$ cat src/logic/lcsfd_pkg.sv
// Constants and types shared by the link channel status, data port and input DMA logic
package lcsfd_pkg;

	// ****************************************
	// Register offsets
	// ****************************************
	localparam int         ADDR_W      = 8;
	localparam logic [7:0] OFF_STATUS  = 8'h14;
	localparam logic [7:0] OFF_DATA    = 8'h18;
	localparam logic [7:0] OFF_DMA_PTR = 8'h1c;

	// ****************************************
	// Status word layout
	// ****************************************
	localparam int B_TX_EMPTY = 0, B_TX_AE = 1, B_TX_FULL = 2, B_TX_VALID = 3;
	localparam int B_RX_EMPTY = 4, B_RX_AF = 5, B_RX_FULL = 6, B_RX_VALID = 7;
	localparam int B_PARITY = 8, B_DISC = 9, B_ESC = 10, B_CREDIT = 11;
	localparam int B_OVFL = 12, B_RX_ERR = 13, B_PKT = 14, B_TICK = 15;
	localparam int B_WR_DONE = 16, B_RD_DONE = 17, B_WR_ERR = 18, B_RD_ERR = 19;
	localparam int B_LINK_RUN = 20, B_PURGE = 21, B_PLEN_VALID = 22, B_INT_ACT = 23;
	localparam int B_TC_LO = 24, B_TX_AE_LAT = 30, B_RX_AF_LAT = 31;
	localparam logic [31:0] STAT_W1C_MASK = 32'hc02fff00;
	localparam logic [31:0] STAT_RESET    = 32'h0000_0000;

	// ****************************************
	// Sizes and descriptor fields
	// ****************************************
	localparam int CNT_W      = 11;
	localparam int PF_DEPTH   = 4;
	localparam int TC_W       = 6;
	localparam int LEN_BITS   = 22;
	localparam int WORD_SHIFT = 2;
	localparam int SEG_W      = LEN_BITS - WORD_SHIFT;
	localparam int DIR_BIT    = 1;
	localparam int EOC_BIT    = 0;

	// ****************************************
	// Timing
	// ****************************************
	localparam int CLK_PERIOD_NS = 4;
	localparam int DISC_TIME_NS  = 850;
	localparam int DISC_CYCLES   = (DISC_TIME_NS + CLK_PERIOD_NS - 1) / CLK_PERIOD_NS;
	localparam int PURGE_TIME_NS = 30000;
	localparam int PURGE_CYCLES  = PURGE_TIME_NS / CLK_PERIOD_NS;
	localparam int PURGE_W       = 13;

	typedef enum logic [2:0] {
		DMA_IDLE = 3'h0,
		DMA_ADDR = 3'h1,
		DMA_LEN  = 3'h2,
		DMA_NEXT = 3'h3,
		DMA_XFER = 3'h4
	} lcsfd_dma_state_t;

endpackage

$ cat src/logic/lcsfd_dma_if.sv
// Command and status path between the channel logic and the input DMA chain engine
`timescale 1ns/10ps
`default_nettype none
interface lcsfd_dma_if;
	logic        start;
	logic        abort;
	logic [31:0] ptr;
	logic        done;
	logic        err;
	logic        busy;
	modport ctl (output start, abort, ptr, input done, err, busy);
	modport eng (input start, abort, ptr, output done, err, busy);
endinterface
`default_nettype wire

$ cat src/logic/lcsfd_timecode.sv
// Time-code store and tick validation
`timescale 1ns/10ps
`default_nettype none
module lcsfd_timecode
	import lcsfd_pkg::*;
(
	// Clock and reset
	input  wire logic            core_clk,
	input  wire logic            reset,
	// Received code
	input  wire logic            tc_strobe,
	input  wire logic [TC_W-1:0] tc_code,
	// Result
	output logic      [TC_W-1:0] tc_value,
	output logic                 tc_tick
);
	logic [TC_W-1:0] next_code;
	assign next_code = tc_value + 6'h01;

	always_ff @(posedge core_clk or posedge reset) begin
		if (reset) begin
			tc_value <= 6'h00;
			tc_tick  <= 1'b0;
		end else begin
			tc_tick <= tc_strobe && (tc_code == next_code);
			if (tc_strobe && tc_code != tc_value) begin
				tc_value <= tc_code;
			end
		end
	end
endmodule // lcsfd_timecode
`default_nettype wire

$ cat src/logic/lcsfd_dma_chain.sv
// Scatter-gather descriptor chain walker for the input DMA
`timescale 1ns/10ps
`default_nettype none
module lcsfd_dma_chain
	import lcsfd_pkg::*;
(
	// Clock and reset
	input  wire logic             core_clk,
	input  wire logic             reset,
	// Command path
	lcsfd_dma_if.eng              dma,
	// Descriptor reads
	output logic                  mem_rd_req,
	output logic      [31:0]      mem_rd_addr,
	input  wire logic             mem_rd_ack,
	input  wire logic [31:0]      mem_rd_data,
	input  wire logic             mem_abort,
	// Segment hand-off to the data mover
	output logic                  seg_start,
	output logic      [31:0]      seg_addr,
	output logic      [SEG_W-1:0] seg_words,
	input  wire logic             seg_done
);
	lcsfd_dma_state_t state;
	logic [31:0]      next_ptr;

	assign mem_rd_req = state == DMA_ADDR || state == DMA_LEN || state == DMA_NEXT;
	assign dma.busy   = state != DMA_IDLE;

	always_ff @(posedge core_clk or posedge reset) begin
		if (reset) begin
			state       <= DMA_IDLE;
			mem_rd_addr <= 32'h0000_0000;
			next_ptr    <= 32'h0000_0000;
			seg_addr    <= 32'h0000_0000;
			seg_words   <= 20'h00000;
			seg_start   <= 1'b0;
			dma.done    <= 1'b0;
			dma.err     <= 1'b0;
		end else begin
			seg_start <= 1'b0;
			dma.done  <= 1'b0;
			dma.err   <= 1'b0;
			if (dma.abort) begin
				state <= DMA_IDLE;
			end else if (dma.start) begin
				mem_rd_addr <= dma.ptr;
				dma.err     <= dma.ptr[DIR_BIT];
				state       <= dma.ptr[DIR_BIT] ? DMA_IDLE : DMA_ADDR;
			end else if (mem_abort && state != DMA_IDLE) begin
				dma.err <= 1'b1;
				state   <= DMA_IDLE;
			end else begin
				unique case (state)
					DMA_IDLE: begin
					end
					DMA_ADDR, DMA_LEN, DMA_NEXT: if (mem_rd_ack) begin
						mem_rd_addr <= mem_rd_addr + 32'h4;
						if (state == DMA_ADDR) begin
							seg_addr <= mem_rd_data;
							state    <= DMA_LEN;
						end else if (state == DMA_LEN) begin
							seg_words <= mem_rd_data[LEN_BITS-1:WORD_SHIFT];
							state     <= DMA_NEXT;
						end else if (mem_rd_data[DIR_BIT]) begin
							dma.err <= 1'b1;
							state   <= DMA_IDLE;
						end else begin
							next_ptr  <= mem_rd_data;
							seg_start <= seg_words != 20'h00000;
							state     <= DMA_XFER;
						end
					end
					DMA_XFER: if (seg_done || seg_words == 20'h00000) begin
						mem_rd_addr <= {next_ptr[31:2], 2'b00};
						dma.done    <= next_ptr[EOC_BIT];
						state       <= next_ptr[EOC_BIT] ? DMA_IDLE : DMA_ADDR;
					end
				endcase
			end
		end
	end
endmodule // lcsfd_dma_chain
`default_nettype wire

$ cat src/logic/lcsfd_top.sv
// Channel status word, data port with prefetch latches and input DMA pointer port
`timescale 1ns/10ps
`default_nettype none

module lcsfd_top
	import lcsfd_pkg::*;
#(
	parameter int PURGE_CYC = PURGE_CYCLES
) (
	// Clock and reset
	input  wire logic              core_clk,
	input  wire logic              reset,
	// Host register port
	input  wire logic              host_wr,
	input  wire logic              host_rd,
	input  wire logic [ADDR_W-1:0] host_addr,
	input  wire logic [31:0]       host_wdata,
	output logic      [31:0]       host_rdata,
	output logic                   host_irq,
	// Channel control bits
	input  wire logic              tx_enable,
	input  wire logic              bypass_enable,
	input  wire logic              link_enable,
	input  wire logic              master_int_en,
	input  wire logic              tx_ae_int_en,
	input  wire logic              rx_af_int_en,
	input  wire logic              rx_err_int_en,
	input  wire logic              pkt_int_en,
	input  wire logic              tick_int_en,
	input  wire logic              force_int,
	input  wire logic              wr_dma_int_en,
	input  wire logic              rd_dma_int_en,
	input  wire logic [CNT_W-1:0]  tx_low_threshold,
	input  wire logic [CNT_W-1:0]  rx_high_threshold,
	// Transmit FIFO
	input  wire logic [CNT_W-1:0]  tx_fifo_count,
	input  wire logic              tx_fifo_full,
	output logic                   tx_fifo_push,
	output logic      [31:0]       tx_fifo_wdata,
	output logic                   tx_fifo_pop,
	input  wire logic [31:0]       tx_fifo_rdata,
	output logic      [31:0]       tx_word,
	output logic                   tx_word_valid,
	input  wire logic              tx_word_take,
	// Receive FIFO
	input  wire logic [CNT_W-1:0]  rx_fifo_count,
	input  wire logic              rx_fifo_full,
	output logic                   rx_fifo_pop,
	input  wire logic [31:0]       rx_fifo_rdata,
	output logic      [31:0]       rx_dma_word,
	output logic                   rx_dma_valid,
	input  wire logic              rx_dma_take,
	// Receive events
	input  wire logic              rx_fifo_wr_try,
	input  wire logic              rx_plen_wr_try,
	input  wire logic              rx_plen_full,
	input  wire logic              rx_plen_avail,
	input  wire logic              parity_err,
	input  wire logic              escape_err,
	input  wire logic              credit_err,
	input  wire logic              pkt_received,
	input  wire logic              tc_strobe,
	input  wire logic [TC_W-1:0]   tc_code,
	// Link pins and state
	input  wire logic              lnk_data_in,
	input  wire logic              lnk_strobe_in,
	input  wire logic              link_run,
	input  wire logic              tx_link_err,
	input  wire logic              tx_pkt_pending,
	output logic                   tx_purge_active,
	// Descriptor reads and segments
	output logic                   mem_rd_req,
	output logic      [31:0]       mem_rd_addr,
	input  wire logic              mem_rd_ack,
	input  wire logic [31:0]       mem_rd_data,
	input  wire logic              mem_abort,
	output logic                   seg_start,
	output logic      [31:0]       seg_addr,
	output logic      [SEG_W-1:0]  seg_words,
	input  wire logic              seg_done,
	// Output DMA results
	input  wire logic              rd_dma_done,
	input  wire logic              rd_dma_err
);
	localparam logic [7:0]         DISC_LIMIT = 8'(DISC_CYCLES);
	localparam logic [PURGE_W-1:0] PURGE_LIM  = PURGE_W'(PURGE_CYC);

	// ****************************************
	// Address decode
	// ****************************************
	logic stat_wr;
	logic data_wr;
	logic data_rd;
	logic ptr_wr;
	assign stat_wr = host_wr && host_addr == OFF_STATUS;
	assign data_wr = host_wr && host_addr == OFF_DATA;
	assign data_rd = host_rd && host_addr == OFF_DATA;
	assign ptr_wr  = host_wr && host_addr == OFF_DMA_PTR;

	// ****************************************
	// Transmit path
	// ****************************************
	logic tx_pop_pend;
	assign tx_fifo_pop = (tx_enable || bypass_enable) && !tx_word_valid && !tx_pop_pend
		&& tx_fifo_count != 11'h000;

	always_ff @(posedge core_clk or posedge reset) begin
		if (reset) begin
			tx_fifo_push  <= 1'b0;
			tx_fifo_wdata <= 32'h0000_0000;
		end else begin
			tx_fifo_push  <= data_wr;
			tx_fifo_wdata <= host_wdata;
		end
	end

	always_ff @(posedge core_clk or posedge reset) begin
		if (reset) begin
			tx_pop_pend   <= 1'b0;
			tx_word_valid <= 1'b0;
			tx_word       <= 32'h0000_0000;
		end else begin
			tx_pop_pend <= tx_fifo_pop;
			if (tx_pop_pend) begin
				tx_word       <= tx_fifo_rdata;
				tx_word_valid <= 1'b1;
			end else if (tx_word_take) begin
				tx_word_valid <= 1'b0;
			end
		end
	end

	// ****************************************
	// Receive prefetch latches
	// ****************************************
	logic [31:0] pf_data [PF_DEPTH];
	logic [2:0]  pf_count;
	logic        rx_pop_pend;
	logic        pf_take;
	logic [2:0]  pf_wr_idx;

	assign rx_dma_word  = pf_data[0];
	assign rx_dma_valid = pf_count != 3'h0 && !data_rd;
	assign pf_take      = pf_count != 3'h0 && (data_rd || rx_dma_take);
	assign pf_wr_idx    = pf_count - {2'b00, pf_take};
	assign rx_fifo_pop  = !rx_pop_pend && rx_fifo_count != 11'h000
		&& pf_count < 3'(PF_DEPTH);

	always_ff @(posedge core_clk or posedge reset) begin
		if (reset) begin
			pf_count    <= 3'h0;
			rx_pop_pend <= 1'b0;
		end else begin
			rx_pop_pend <= rx_fifo_pop;
			pf_count    <= pf_count + {2'b00, rx_pop_pend} - {2'b00, pf_take};
		end
	end

	always_ff @(posedge core_clk) begin
		for (int i = 0; i < PF_DEPTH; i++) begin
			if (rx_pop_pend && 3'(i) == pf_wr_idx) begin
				pf_data[i] <= rx_fifo_rdata;
			end else if (pf_take && i < PF_DEPTH - 1) begin
				pf_data[i] <= pf_data[i+1];
			end
		end
	end

	// ****************************************
	// Disconnect detection
	// ****************************************
	logic [2:0] data_sync;
	logic [2:0] strb_sync;
	logic [7:0] idle_cnt;
	logic       line_edge;
	logic       disc_hit;

	assign line_edge = (data_sync[1] ^ data_sync[2]) || (strb_sync[1] ^ strb_sync[2]);
	assign disc_hit  = link_enable && !line_edge && idle_cnt == DISC_LIMIT - 8'h01;

	always_ff @(posedge core_clk or posedge reset) begin
		if (reset) begin
			data_sync <= 3'h0;
			strb_sync <= 3'h0;
			idle_cnt  <= 8'h00;
		end else begin
			data_sync <= {data_sync[1:0], lnk_data_in};
			strb_sync <= {strb_sync[1:0], lnk_strobe_in};
			if (!link_enable || line_edge) begin
				idle_cnt <= 8'h00;
			end else if (idle_cnt != DISC_LIMIT) begin
				idle_cnt <= idle_cnt + 8'h01;
			end
		end
	end

	// ****************************************
	// Transmit purge timer
	// ****************************************
	logic [PURGE_W-1:0] purge_cnt;
	logic               purge_fail;
	assign purge_fail = tx_purge_active && purge_cnt == PURGE_LIM - 13'h0001
		&& tx_pkt_pending;

	always_ff @(posedge core_clk or posedge reset) begin
		if (reset) begin
			tx_purge_active <= 1'b0;
			purge_cnt       <= 13'h0000;
		end else if (tx_link_err) begin
			tx_purge_active <= 1'b1;
			purge_cnt       <= 13'h0000;
		end else if (tx_purge_active) begin
			purge_cnt <= purge_cnt + 13'h0001;
			if (purge_cnt == PURGE_LIM - 13'h0001 || !tx_pkt_pending) begin
				tx_purge_active <= 1'b0;
			end
		end
	end

	// ****************************************
	// Time code and input DMA
	// ****************************************
	logic [TC_W-1:0] tc_value;
	logic            tc_tick;
	lcsfd_dma_if     dma_bus ();

	lcsfd_timecode u_timecode (
		.core_clk  (core_clk),
		.reset     (reset),
		.tc_strobe (tc_strobe),
		.tc_code   (tc_code),
		.tc_value  (tc_value),
		.tc_tick   (tc_tick)
	);

	assign dma_bus.start = ptr_wr && host_wdata != 32'h0000_0000;
	assign dma_bus.abort = ptr_wr && host_wdata == 32'h0000_0000;
	assign dma_bus.ptr   = host_wdata;

	lcsfd_dma_chain u_dma_chain (
		.core_clk    (core_clk),
		.reset       (reset),
		.dma         (dma_bus.eng),
		.mem_rd_req  (mem_rd_req),
		.mem_rd_addr (mem_rd_addr),
		.mem_rd_ack  (mem_rd_ack),
		.mem_rd_data (mem_rd_data),
		.mem_abort   (mem_abort),
		.seg_start   (seg_start),
		.seg_addr    (seg_addr),
		.seg_words   (seg_words),
		.seg_done    (seg_done)
	);

	// ****************************************
	// Status word
	// ****************************************
	logic [31:0] stat_lat;
	logic [31:0] stat_set;
	logic [31:0] stat_clr;
	logic [31:0] status_word;
	logic        tx_ae;
	logic        rx_af;
	logic        ovfl;
	logic        int_active;

	assign tx_ae = tx_fifo_count <= tx_low_threshold;
	assign rx_af = rx_fifo_count >= rx_high_threshold;
	assign ovfl  = (rx_fifo_wr_try && rx_fifo_full) || (rx_plen_wr_try && rx_plen_full);

	always_comb begin
		stat_set              = 32'h0000_0000;
		stat_set[B_PARITY]    = parity_err;
		stat_set[B_DISC]      = disc_hit;
		stat_set[B_ESC]       = escape_err;
		stat_set[B_CREDIT]    = credit_err;
		stat_set[B_OVFL]      = ovfl;
		stat_set[B_RX_ERR]    = parity_err || disc_hit || escape_err || credit_err || ovfl;
		stat_set[B_PKT]       = pkt_received;
		stat_set[B_TICK]      = tc_tick;
		stat_set[B_WR_DONE]   = dma_bus.done;
		stat_set[B_RD_DONE]   = rd_dma_done;
		stat_set[B_WR_ERR]    = dma_bus.err;
		stat_set[B_RD_ERR]    = rd_dma_err;
		stat_set[B_PURGE]     = purge_fail;
		stat_set[B_TX_AE_LAT] = tx_ae;
		stat_set[B_RX_AF_LAT] = rx_af;
	end

	assign stat_clr = stat_wr ? (host_wdata & STAT_W1C_MASK) : 32'h0000_0000;

	always_ff @(posedge core_clk or posedge reset) begin
		if (reset) begin
			stat_lat <= STAT_RESET;
		end else begin
			stat_lat <= (stat_lat & ~stat_clr) | stat_set;
		end
	end

	assign int_active = (tx_ae_int_en && tx_ae) || (rx_af_int_en && rx_af)
		|| (rx_err_int_en && stat_lat[B_RX_ERR]) || (pkt_int_en && stat_lat[B_PKT])
		|| (tick_int_en && stat_lat[B_TICK]) || force_int;

	always_comb begin
		status_word                          = stat_lat & STAT_W1C_MASK;
		status_word[B_TX_EMPTY]              = tx_fifo_count == 11'h000;
		status_word[B_TX_AE]                 = tx_ae;
		status_word[B_TX_FULL]               = tx_fifo_full;
		status_word[B_TX_VALID]              = tx_word_valid || tx_pop_pend;
		status_word[B_RX_EMPTY]              = rx_fifo_count == 11'h000;
		status_word[B_RX_AF]                 = rx_af;
		status_word[B_RX_FULL]               = rx_fifo_full;
		status_word[B_RX_VALID]              = rx_fifo_count != 11'h000
			|| pf_count != 3'h0 || rx_pop_pend;
		status_word[B_LINK_RUN]              = link_run;
		status_word[B_PLEN_VALID]            = rx_plen_avail;
		status_word[B_INT_ACT]               = int_active;
		status_word[B_TC_LO+TC_W-1:B_TC_LO]  = tc_value;
	end

	// ****************************************
	// Read data and interrupt
	// ****************************************
	always_ff @(posedge core_clk or posedge reset) begin
		if (reset) begin
			host_rdata <= 32'h0000_0000;
			host_irq   <= 1'b0;
		end else begin
			host_irq <= (master_int_en && int_active)
				|| (wr_dma_int_en && stat_lat[B_WR_DONE])
				|| (rd_dma_int_en && stat_lat[B_RD_DONE]);
			if (host_rd && host_addr == OFF_STATUS) begin
				host_rdata <= status_word;
			end else if (data_rd) begin
				host_rdata <= pf_count != 3'h0 ? pf_data[0] : 32'h0000_0000;
			end else begin
				host_rdata <= 32'h0000_0000;
			end
		end
	end
endmodule // lcsfd_top
`default_nettype wire

$ cat config.mk
export PLATFORM = sky130hd
export DESIGN_NAME = lcsfd_top
export DESIGN_NICKNAME = d
export VERILOG_FILES = /design/src/logic/lcsfd_pkg.sv /design/src/logic/lcsfd_dma_if.sv /design/src/logic/lcsfd_timecode.sv /design/src/logic/lcsfd_dma_chain.sv /design/src/logic/lcsfd_top.sv
export SDC_FILE = /design/constraint.sdc
export NUM_CORES = 1
export LEC_CHECK = 0
export BUFFER_PORTS_ARGS = -buffer_cell sky130_fd_sc_hd__buf_2
export CAP_MARGIN = 20
export CORE_ASPECT_RATIO = 1.2
export CORE_MARGIN = 3
export CORE_UTILIZATION = 48
export DETAILED_ROUTE_END_ITERATION = 8
export GPL_TIMING_DRIVEN = 0
export PLACE_DENSITY = 0.85
export SLEW_MARGIN = 40
export SYNTH_ARGS = -nofsm -noshare
export SYNTH_HDL_FRONTEND = slang
export SYNTH_SLANG_ARGS = --single-unit
$ cat constraint.sdc
create_clock -name core_clk -period 8.3 [get_ports core_clk]
set_clock_uncertainty 0.2 [all_clocks]
set_input_delay 0.415 -clock core_clk [delete_from_list [all_inputs] [get_ports core_clk]]
set_output_delay 0.415 -clock core_clk [all_outputs]
set_load 0.005 [all_outputs]
==> metrics.txt, run 1 <==
status completed; DR iter-0 viols roughly 1.3k; post-CTS setup buffer count 0; Num Clock Sinks ~400; Synth Register Bits 403; Cell Rows 76; CP delay by family, top simple AND/OR/NAND/NOR gates; syn_nets 1,589; Tot Pwr just under 6 mW; top_reg_cell synth dfrtp_1; CP Cell Sequence nor3_1 -> o21bai_1 -> inv_1 -> ha_1 -> ha_1 -> xnor2_1 -> and2_1 -> nand3_1 -> nor2b_1 -> clkbuf_1 -> buf_2 -> mux2_2; final setup vio count 0; GP Congestion 0.979; Worst-Margin Slew 0.803 ns; Avg WL per Cell 23.6 um; Synth Instances 1,331; final period utilization 0.478; Worst VDD drop 0.000195 V; Slew HR 0.465; Synth async-reset ratio 0.682; CORE AREA 0.0360 mm2; Mapped Area 0.0176 mm2; Post-layout nets 2,240; synth-to-layout area growth 33.4%; Clock transition at path regs approximately 0.070 ns; Starting Density 0.488; Die H roughly 220 um; Period minus WS final 3.97 ns; number of antenna violations at the first check in global routing 3; GRT Util Overall 0.296; Avg Cell Area, Syn around 13 um2; Crit Path Class flip-flop to flip-flop; Placed Instance Area a little over 0.02 mm2; design area 0.0235 mm2; Die Area about 0.04 mm2; H-tree depth 2; I/O Pins about 450; MaxCap Viol Count 0; vias 14.0k; R2R Path End pf_data[0][30]$_DFFE_PP_; Synth Warn # 0; Critical Path Stages 12; Yosys cell types 70; largest net degree at the start of global routing 84; Fin. Hold Viols 0; CP peak stage delay 0.45 ns; slowest library cell on the worst path dfrtp_1; DR DRC count 0; first-pass GRT wire length 89,000 um; r2r setup slk 4.33 ns; clock latency on the worst-skew pair 0.55 ns; DP Wirelength 41,400 um; P_sw 1.68 mW; internal power ~4.2 mW; Worst Path Buf+Inv 3; worst-path fanout max 10; TritonRoute pass-1 iters 6; CP endpoint pf_data[0][30]$_DFFE_PP_; Max Slew Vio Count 0; pwr/cell area 250 mW/mm2; Reg power frac 0.459; share of layout cells above drive strength 1 0.398; Inserted Clock Buffers 40; CTS tree built; R2R cell count 12; RSZ-0062 raised after global routing false; CTS root buf clkbuf_16; crit start category flip-flop; Comb pwr share 0.228; Critical Path Most Common Cell ha_1; Crit. End Element flip-flop; Worst Setup SP pf_count[1]$_DFF_PP0_; fmax approximately 250 MHz; port bufs 444; Clk pwr share 0.313; RR Startpoint pf_count[1]$_DFF_PP0_; Via-to-Cell Ratio 5.63; static leakage 10.8 nW; die extent in x 181 um; Post-synth EDFFs 128; routed wire length 58,600 um; Switching Fraction 0.286; number of global-route vias before repair 14.9k; sequential share of the synthesized area 0.609; clock tree buffer depth 3; worst hold path type primary input to flip-flop; CP required roughly 8.4 ns; worst path arrival time roughly 4 ns; DRT antenna net count 0; grt ovf 0
-- worst min-delay path by stage --
stage | start | depth (start not counted) | endpoint | slack (ns)
final | seg_done | 2 | u_dma_chain.dma.done$_DFF_PP0_ | 0.03
after global routing | seg_done | 2 | u_dma_chain.dma.done$_DFF_PP0_ | 0.02
after CTS | tx_enable | 2 | tx_pop_pend$_DFF_PP0_ | 0.009
after detailed placement | strb_sync[0]$_DFF_PP0_ | 0 | strb_sync[1]$_DFF_PP0_ | 0.14
after global placement | strb_sync[0]$_DFF_PP0_ | 0 | strb_sync[1]$_DFF_PP0_ | 0.13
after floorplan | data_sync[0]$_DFF_PP0_ | 0 | data_sync[1]$_DFF_PP0_ | 0.13
-- kinds of logic (layout without fill, tap and decap cells) --
| group | after synthesis | in the layout | share of synthesized area |
|---|---|---|---|
| adders and majority gates | 33 | 33 | 0.0239 |
| buffers and inverters | 139 | 822 | 0.0404 |
| muxes | 220 | 220 | 0.141 |
| and+or+nand+nor | 326 | 326 | 0.0940 |
| other | 0 | 2 | 0 |
| DFF | 403 | 403 | 0.609 |
| xor gates and xnor gates | 56 | 56 | 0.0279 |
| AOI/OAI and AO/OA | 154 | 154 | 0.0640 |
-- stage by stage --
step	hold slack (ns)	utilization	TNS [ns]	setup slack, ns	std cells
after global routing	0.0184	0.651	0	4.05	2484
after CTS	0.00931	0.651	0	4.34	2482
after global placement	0.133	0.566	-740.60	-2.73	2243
after detailed placement	0.142	0.572	0	4.00	2254
final	0.0332	0.651	0	4.33	2484
after floorplan	0.131	-	0	0.105	1331
-- routing by layer --
layer | vias up | wire length, um | track usage | share of wire
li1 | 6106 | - | - | -
met1 | 6944 | 20800 | 0.341 | 0.36
met2 | 709 | 30600 | 0.528 | 0.52
met3 | 221 | 3910 | 0.0551 | 0.067
met4 | 2 | 3230 | 0.143 | 0.055
met5 | - | 13 | 0 | 0.00022
-- final cells by class --
type                       count  area, um2
antenna                        2       5.00
buffer                        92        534
inverter                      47        184
timing repair buffer         609       3940
clock inverter                23        226
multi-input combinational    789       6200
sequential                   403      10700
fill                        2561      12600
clock buffer                  51       1080
tap                          468        586
-- what timing repair did --
action                    CTS  global route
resized for setup           0             0
hold buffers              154             0
hold endpoints to repair  291             0
-- cell usage in the layout, fill, tap and decap left out, drive strengths merged, types with 9 or more instances in the layout --
cell,count
a211o,13
a21o,18
a21oi,15
a22o,27
a31oi,9
buf,513
clkbuf,85
clkinv,14
dfrtp,275
dlygate4sd3,154
edfxtp,128
ha,32
inv,52
mux2,217
nand2,95
nand3,59
nand4,14
nor2,63
nor3,19
nor4,29
o211ai,18
o21ai,25
xnor2,40
xor2,16
-- cell usage after synthesis, types with 2 or more instances --
library cell | instances | area share
and2_1 | 5 | 0.0018
a31oi_1 | 9 | 0.0032
xor2_1 | 16 | 0.0080
nand4_1 | 12 | 0.0043
and3_1 | 5 | 0.0018
or3_1 | 4 | 0.0014
buf_2 | 15 | 0.0043
dfrtp_1 | 275 | 0.39
nand3_1 | 59 | 0.017
nor4bb_1 | 2 | 0.0011
o21a_1 | 3 | 0.0013
o211ai_1 | 18 | 0.0077
a211o_1 | 13 | 0.0065
and4_1 | 6 | 0.0030
nand2b_1 | 6 | 0.0021
o21bai_1 | 2 | 0.00085
buf_4 | 35 | 0.015
mux2_2 | 209 | 0.13
a21oi_1 | 15 | 0.0043
nor3b_1 | 2 | 0.00085
buf_1 | 3 | 0.00064
clkbuf_1 | 33 | 0.0070
a22o_1 | 27 | 0.013
nand2_1 | 95 | 0.020
o311ai_1 | 2 | 0.0010
nand4_2 | 2 | 0.0014
nor2b_1 | 7 | 0.0025
o311ai_0 | 5 | 0.0025
xnor2_1 | 40 | 0.020
buf_6 | 5 | 0.0032
or4_1 | 2 | 0.00085
a22oi_1 | 2 | 0.00085
mux2i_1 | 3 | 0.0017
nor2_1 | 63 | 0.013
nor3_1 | 19 | 0.0054
o21ai_0 | 24 | 0.0068
ha_1 | 32 | 0.023
nor4_1 | 27 | 0.0096
edfxtp_1 | 128 | 0.22
inv_1 | 47 | 0.010
a21o_1 | 18 | 0.0077
mux2_1 | 8 | 0.0051
-- sequential cells by signal, summed over array words and instances (netlist names), 3 cells and up --
| signal | flops |
|---|---|
| pf_data | 128 |
| host_rdata | 32 |
| tx_fifo_wdata | 32 |
| tx_word | 32 |
| u_dma_chain.mem_rd_addr | 32 |
| u_dma_chain.seg_addr | 32 |
| u_dma_chain.next_ptr | 31 |
| u_dma_chain.seg_words | 20 |
| stat_lat | 15 |
| purge_cnt | 13 |
| idle_cnt | 8 |
| u_timecode.tc_value | 6 |
| data_sync | 3 |
| pf_count | 3 |
| strb_sync | 3 |
| u_dma_chain.state | 3 |
-- power groups by stage --
stage                     Sequential, mW  Clock, mW  Combinational (mW)
final                               2.69       1.84                1.33
after global routing                2.72       1.95                1.43
after CTS                           2.68       1.85                1.32
after detailed placement            2.71          0                1.25
after global placement              2.71          0                1.16
after floorplan                     2.67          0               0.704
No activity file was read; power rests on OpenSTA's default activity.
==> run 2, diff against run 1 <==
- CORE_UTILIZATION: 48 -> 53
- PLACE_DENSITY: 0.85 -> 0.89
- clock period: 8.3 -> 4 ns (I/O delays scaled with it)
==> run 2 against run 1 <==
Compared with the run above: clock-buffer cell count up 1; critical path depth is the same; sequential power grew 110%; clock power rose by 100%; core utilization grew 8.8 points; via count is 4.5% higher; global-route usage up 4.6 points; first-iteration DRC count fell by 13%; critical path type unchanged; sequential share of layout area shrank 1.1 points; cell area up 2.4%; wire length grew 4.7%; power grew 110%.
==> metrics.txt, run 2 (same netlist as run 1, synthesis figures left out) <==
status completed; worst hold path type primary input to flip-flop; die extent in x 172 um; TritonRoute pass-1 iters 7; Starting Density 0.541; first-pass GRT wire length between 90,000 and 100,000 um; Period minus WS final 3.77 ns; Tot Pwr 12.3 mW; Hold Startpoint rx_plen_full; final setup vio count 0; Num Clock Sinks 403; Inst Count DP approximately 2.2k; Avg WL per Cell 24.5 um; Die Area about 0.035 mm2; share of layout cells above drive strength 1 0.395; CP required 4.07 ns; synth-to-layout area growth 36.6%; Crit Path Class flip-flop to flip-flop; RR Startpoint pf_count[1]$_DFF_PP0_; WHS between 0.04 and 0.05 ns; Slew HR 0.454; fmax 265 MHz; most frequent cells in the layout buf_2 (459), dfrtp_1 (275), mux2_2 (209), dlygate4sd3_1 (191), edfxtp_1 (128); met1 Use GR 0.379; final period utilization 0.943; hold depth 5; DRT antenna net count 0; number of antenna violations at the first check in global routing 2; CP delay by family, top simple AND/OR/NAND/NOR gates; Comb pwr share 0.236; Clock transition at path regs 0.06 ns; Worst VDD drop 0.000547 V; DR iter-0 viols approximately 1.1k; CORE AREA ~0.033 mm2; H-tree depth 2; post-CTS setup buffer count 0; clock latency on the worst-skew pair 0.55 ns; worst-path fanout max 10; pwr/cell area 512 mW/mm2; M2 GR Usage 0.594; largest net degree at the start of global routing 33; Worst Setup SP pf_count[1]$_DFF_PP0_; Critical Path Most Common Cell ha_1; most common cell after layout, fill and taps aside buf_2; number of global-route vias before repair 15.5k; slowest library cell on the worst path dfrtp_1; routed wire length 61,300 um; gr busiest metal met2; vias 14.6k; DR DRC count 0; static leakage 11.0 nW; P_sw 3.58 mW; MaxCap Viol Count 0; CP peak stage delay roughly 0.44 ns; Max Slew Vio Count 0; DP Wirelength about 40,000 um; CP Cell Sequence nor3_2 -> o21bai_2 -> inv_1 -> ha_1 -> ha_1 -> xnor2_1 -> and2_1 -> nand3_1 -> nor2b_1 -> clkbuf_1 -> buf_2 -> mux2_2; Fin Setup TNS 0 ns; I/O Pins 446; Crit. End Element flip-flop; crit start category flip-flop; Top reg by flops pf_data; Fin. Hold Viols 0; Reg power frac 0.457; RSZ-0062 raised after global routing false; CTS root buf clkbuf_16; design area roughly 0.024 mm2; CTS tree built; max FFs per register 128; Post-layout nets 2,284; worst path arrival time 3.85 ns; port bufs 444; Worst-Margin Slew slightly above 0.8 ns; met3 Track Usage GR 0.0834; Worst Path Buf+Inv 3; Placed Instance Area between 0.02 and 0.025 mm2; internal power 8.73 mW; Clk pwr share 0.307; R2R cell count 12; clock tree buffer depth 3; GP Congestion around 0.94; Via-to-Cell Ratio slightly below 6; Critical Path Stages 12; GRT Util Overall 0.341; Final Non-Filler Cells 2,502; Cell Rows 72; Die H roughly 210 um; grt ovf 0; Switching Fraction 0.291; Inserted Clock Buffers 40
## run 2: cell count changes in the layout (fill, tap and decap cells not counted), moves of 2 or more
cell / before / now
buf_6: 5 / 7
clkinvlp_4: 1 / 6
dlygate4sd3_1: 154 / 191
buf_16: 4 / 7
buf_12: 0 / 6
buf_4: 39 / 35
clkinv_2: 9 / 4
## run 2: tightest hold or removal path, stage by stage
cell     delay, ns
buf_2         0.09
a22o_1        0.20
nor4_1        0.08
o21ai_0       0.08
a21o_1        0.09
## run 2: per-layer routing
layer | routed length [um] | part of all wire
met1 | 20600 | 0.34
met4 | 4030 | 0.066
met2 | 31400 | 0.51
met5 | 0 | 0
met3 | 5260 | 0.086
## run 2: path summary, 6_finish.rpt
| path | endpoint | slack [ns] |
|---|---|---|
| max | pf_data[0][28]$_DFFE_PP_ | 0.23 |
| min | stat_lat[13]$_DFF_PP0_ | 0.04 |
| max reg2reg | pf_data[0][28]$_DFFE_PP_ | 0.23 |
| min reg2reg | data_sync[1]$_DFF_PP0_ | 0.15 |
| max in group asynchronous | tx_fifo_wdata[1]$_DFF_PP0_ | 2.15 |
| min in group asynchronous | tx_word[23]$_DFFE_PP0P_ | 0.11 |
## run 2: power by group through the flow
stage,clock network (mW),registers [mW],logic [mW]
floorplan,0,5.54,1.47
global placement,0,5.60,2.39
detailed placement,0,5.63,2.63
CTS,3.77,5.57,2.81
global route,3.97,5.68,3.08
finish,3.77,5.63,2.90
## run 2: area by class of cell
| class | instances | area, um2 |
|---|---|---|
| multi-input cells | 789 | 6230 |
| flip-flops and latches | 403 | 10700 |
| diodes | 2 | 5.00 |
| repair buffers | 653 | 4510 |
| inverters | 47 | 180 |
| clock inverters | 20 | 174 |
| plain buffers | 92 | 534 |
| well taps | 444 | 556 |
| clock buffers | 52 | 1120 |
| fillers | 1944 | 8480 |
## run 2: per-stage QoR
| stage | setup WS (ns) | util |
|---|---|---|
| 5_1_grt | 0.130 | 0.739 |
| 3_5_place_dp | -0.0578 | 0.640 |
| 2_1_floorplan | -0.0374 | - |
| 4_1_cts | 0.0357 | 0.738 |
| 6_report | 0.226 | 0.739 |
| 3_3_place_gp | -1.56 | 0.627 |
## run 2: what timing repair did
action / in CTS / in global routing
endpoints found under the setup margin: 76 / 75
resized for setup: 1 / 2
hold endpoints to repair: 422 / 0
hold buffers: 191 / 0
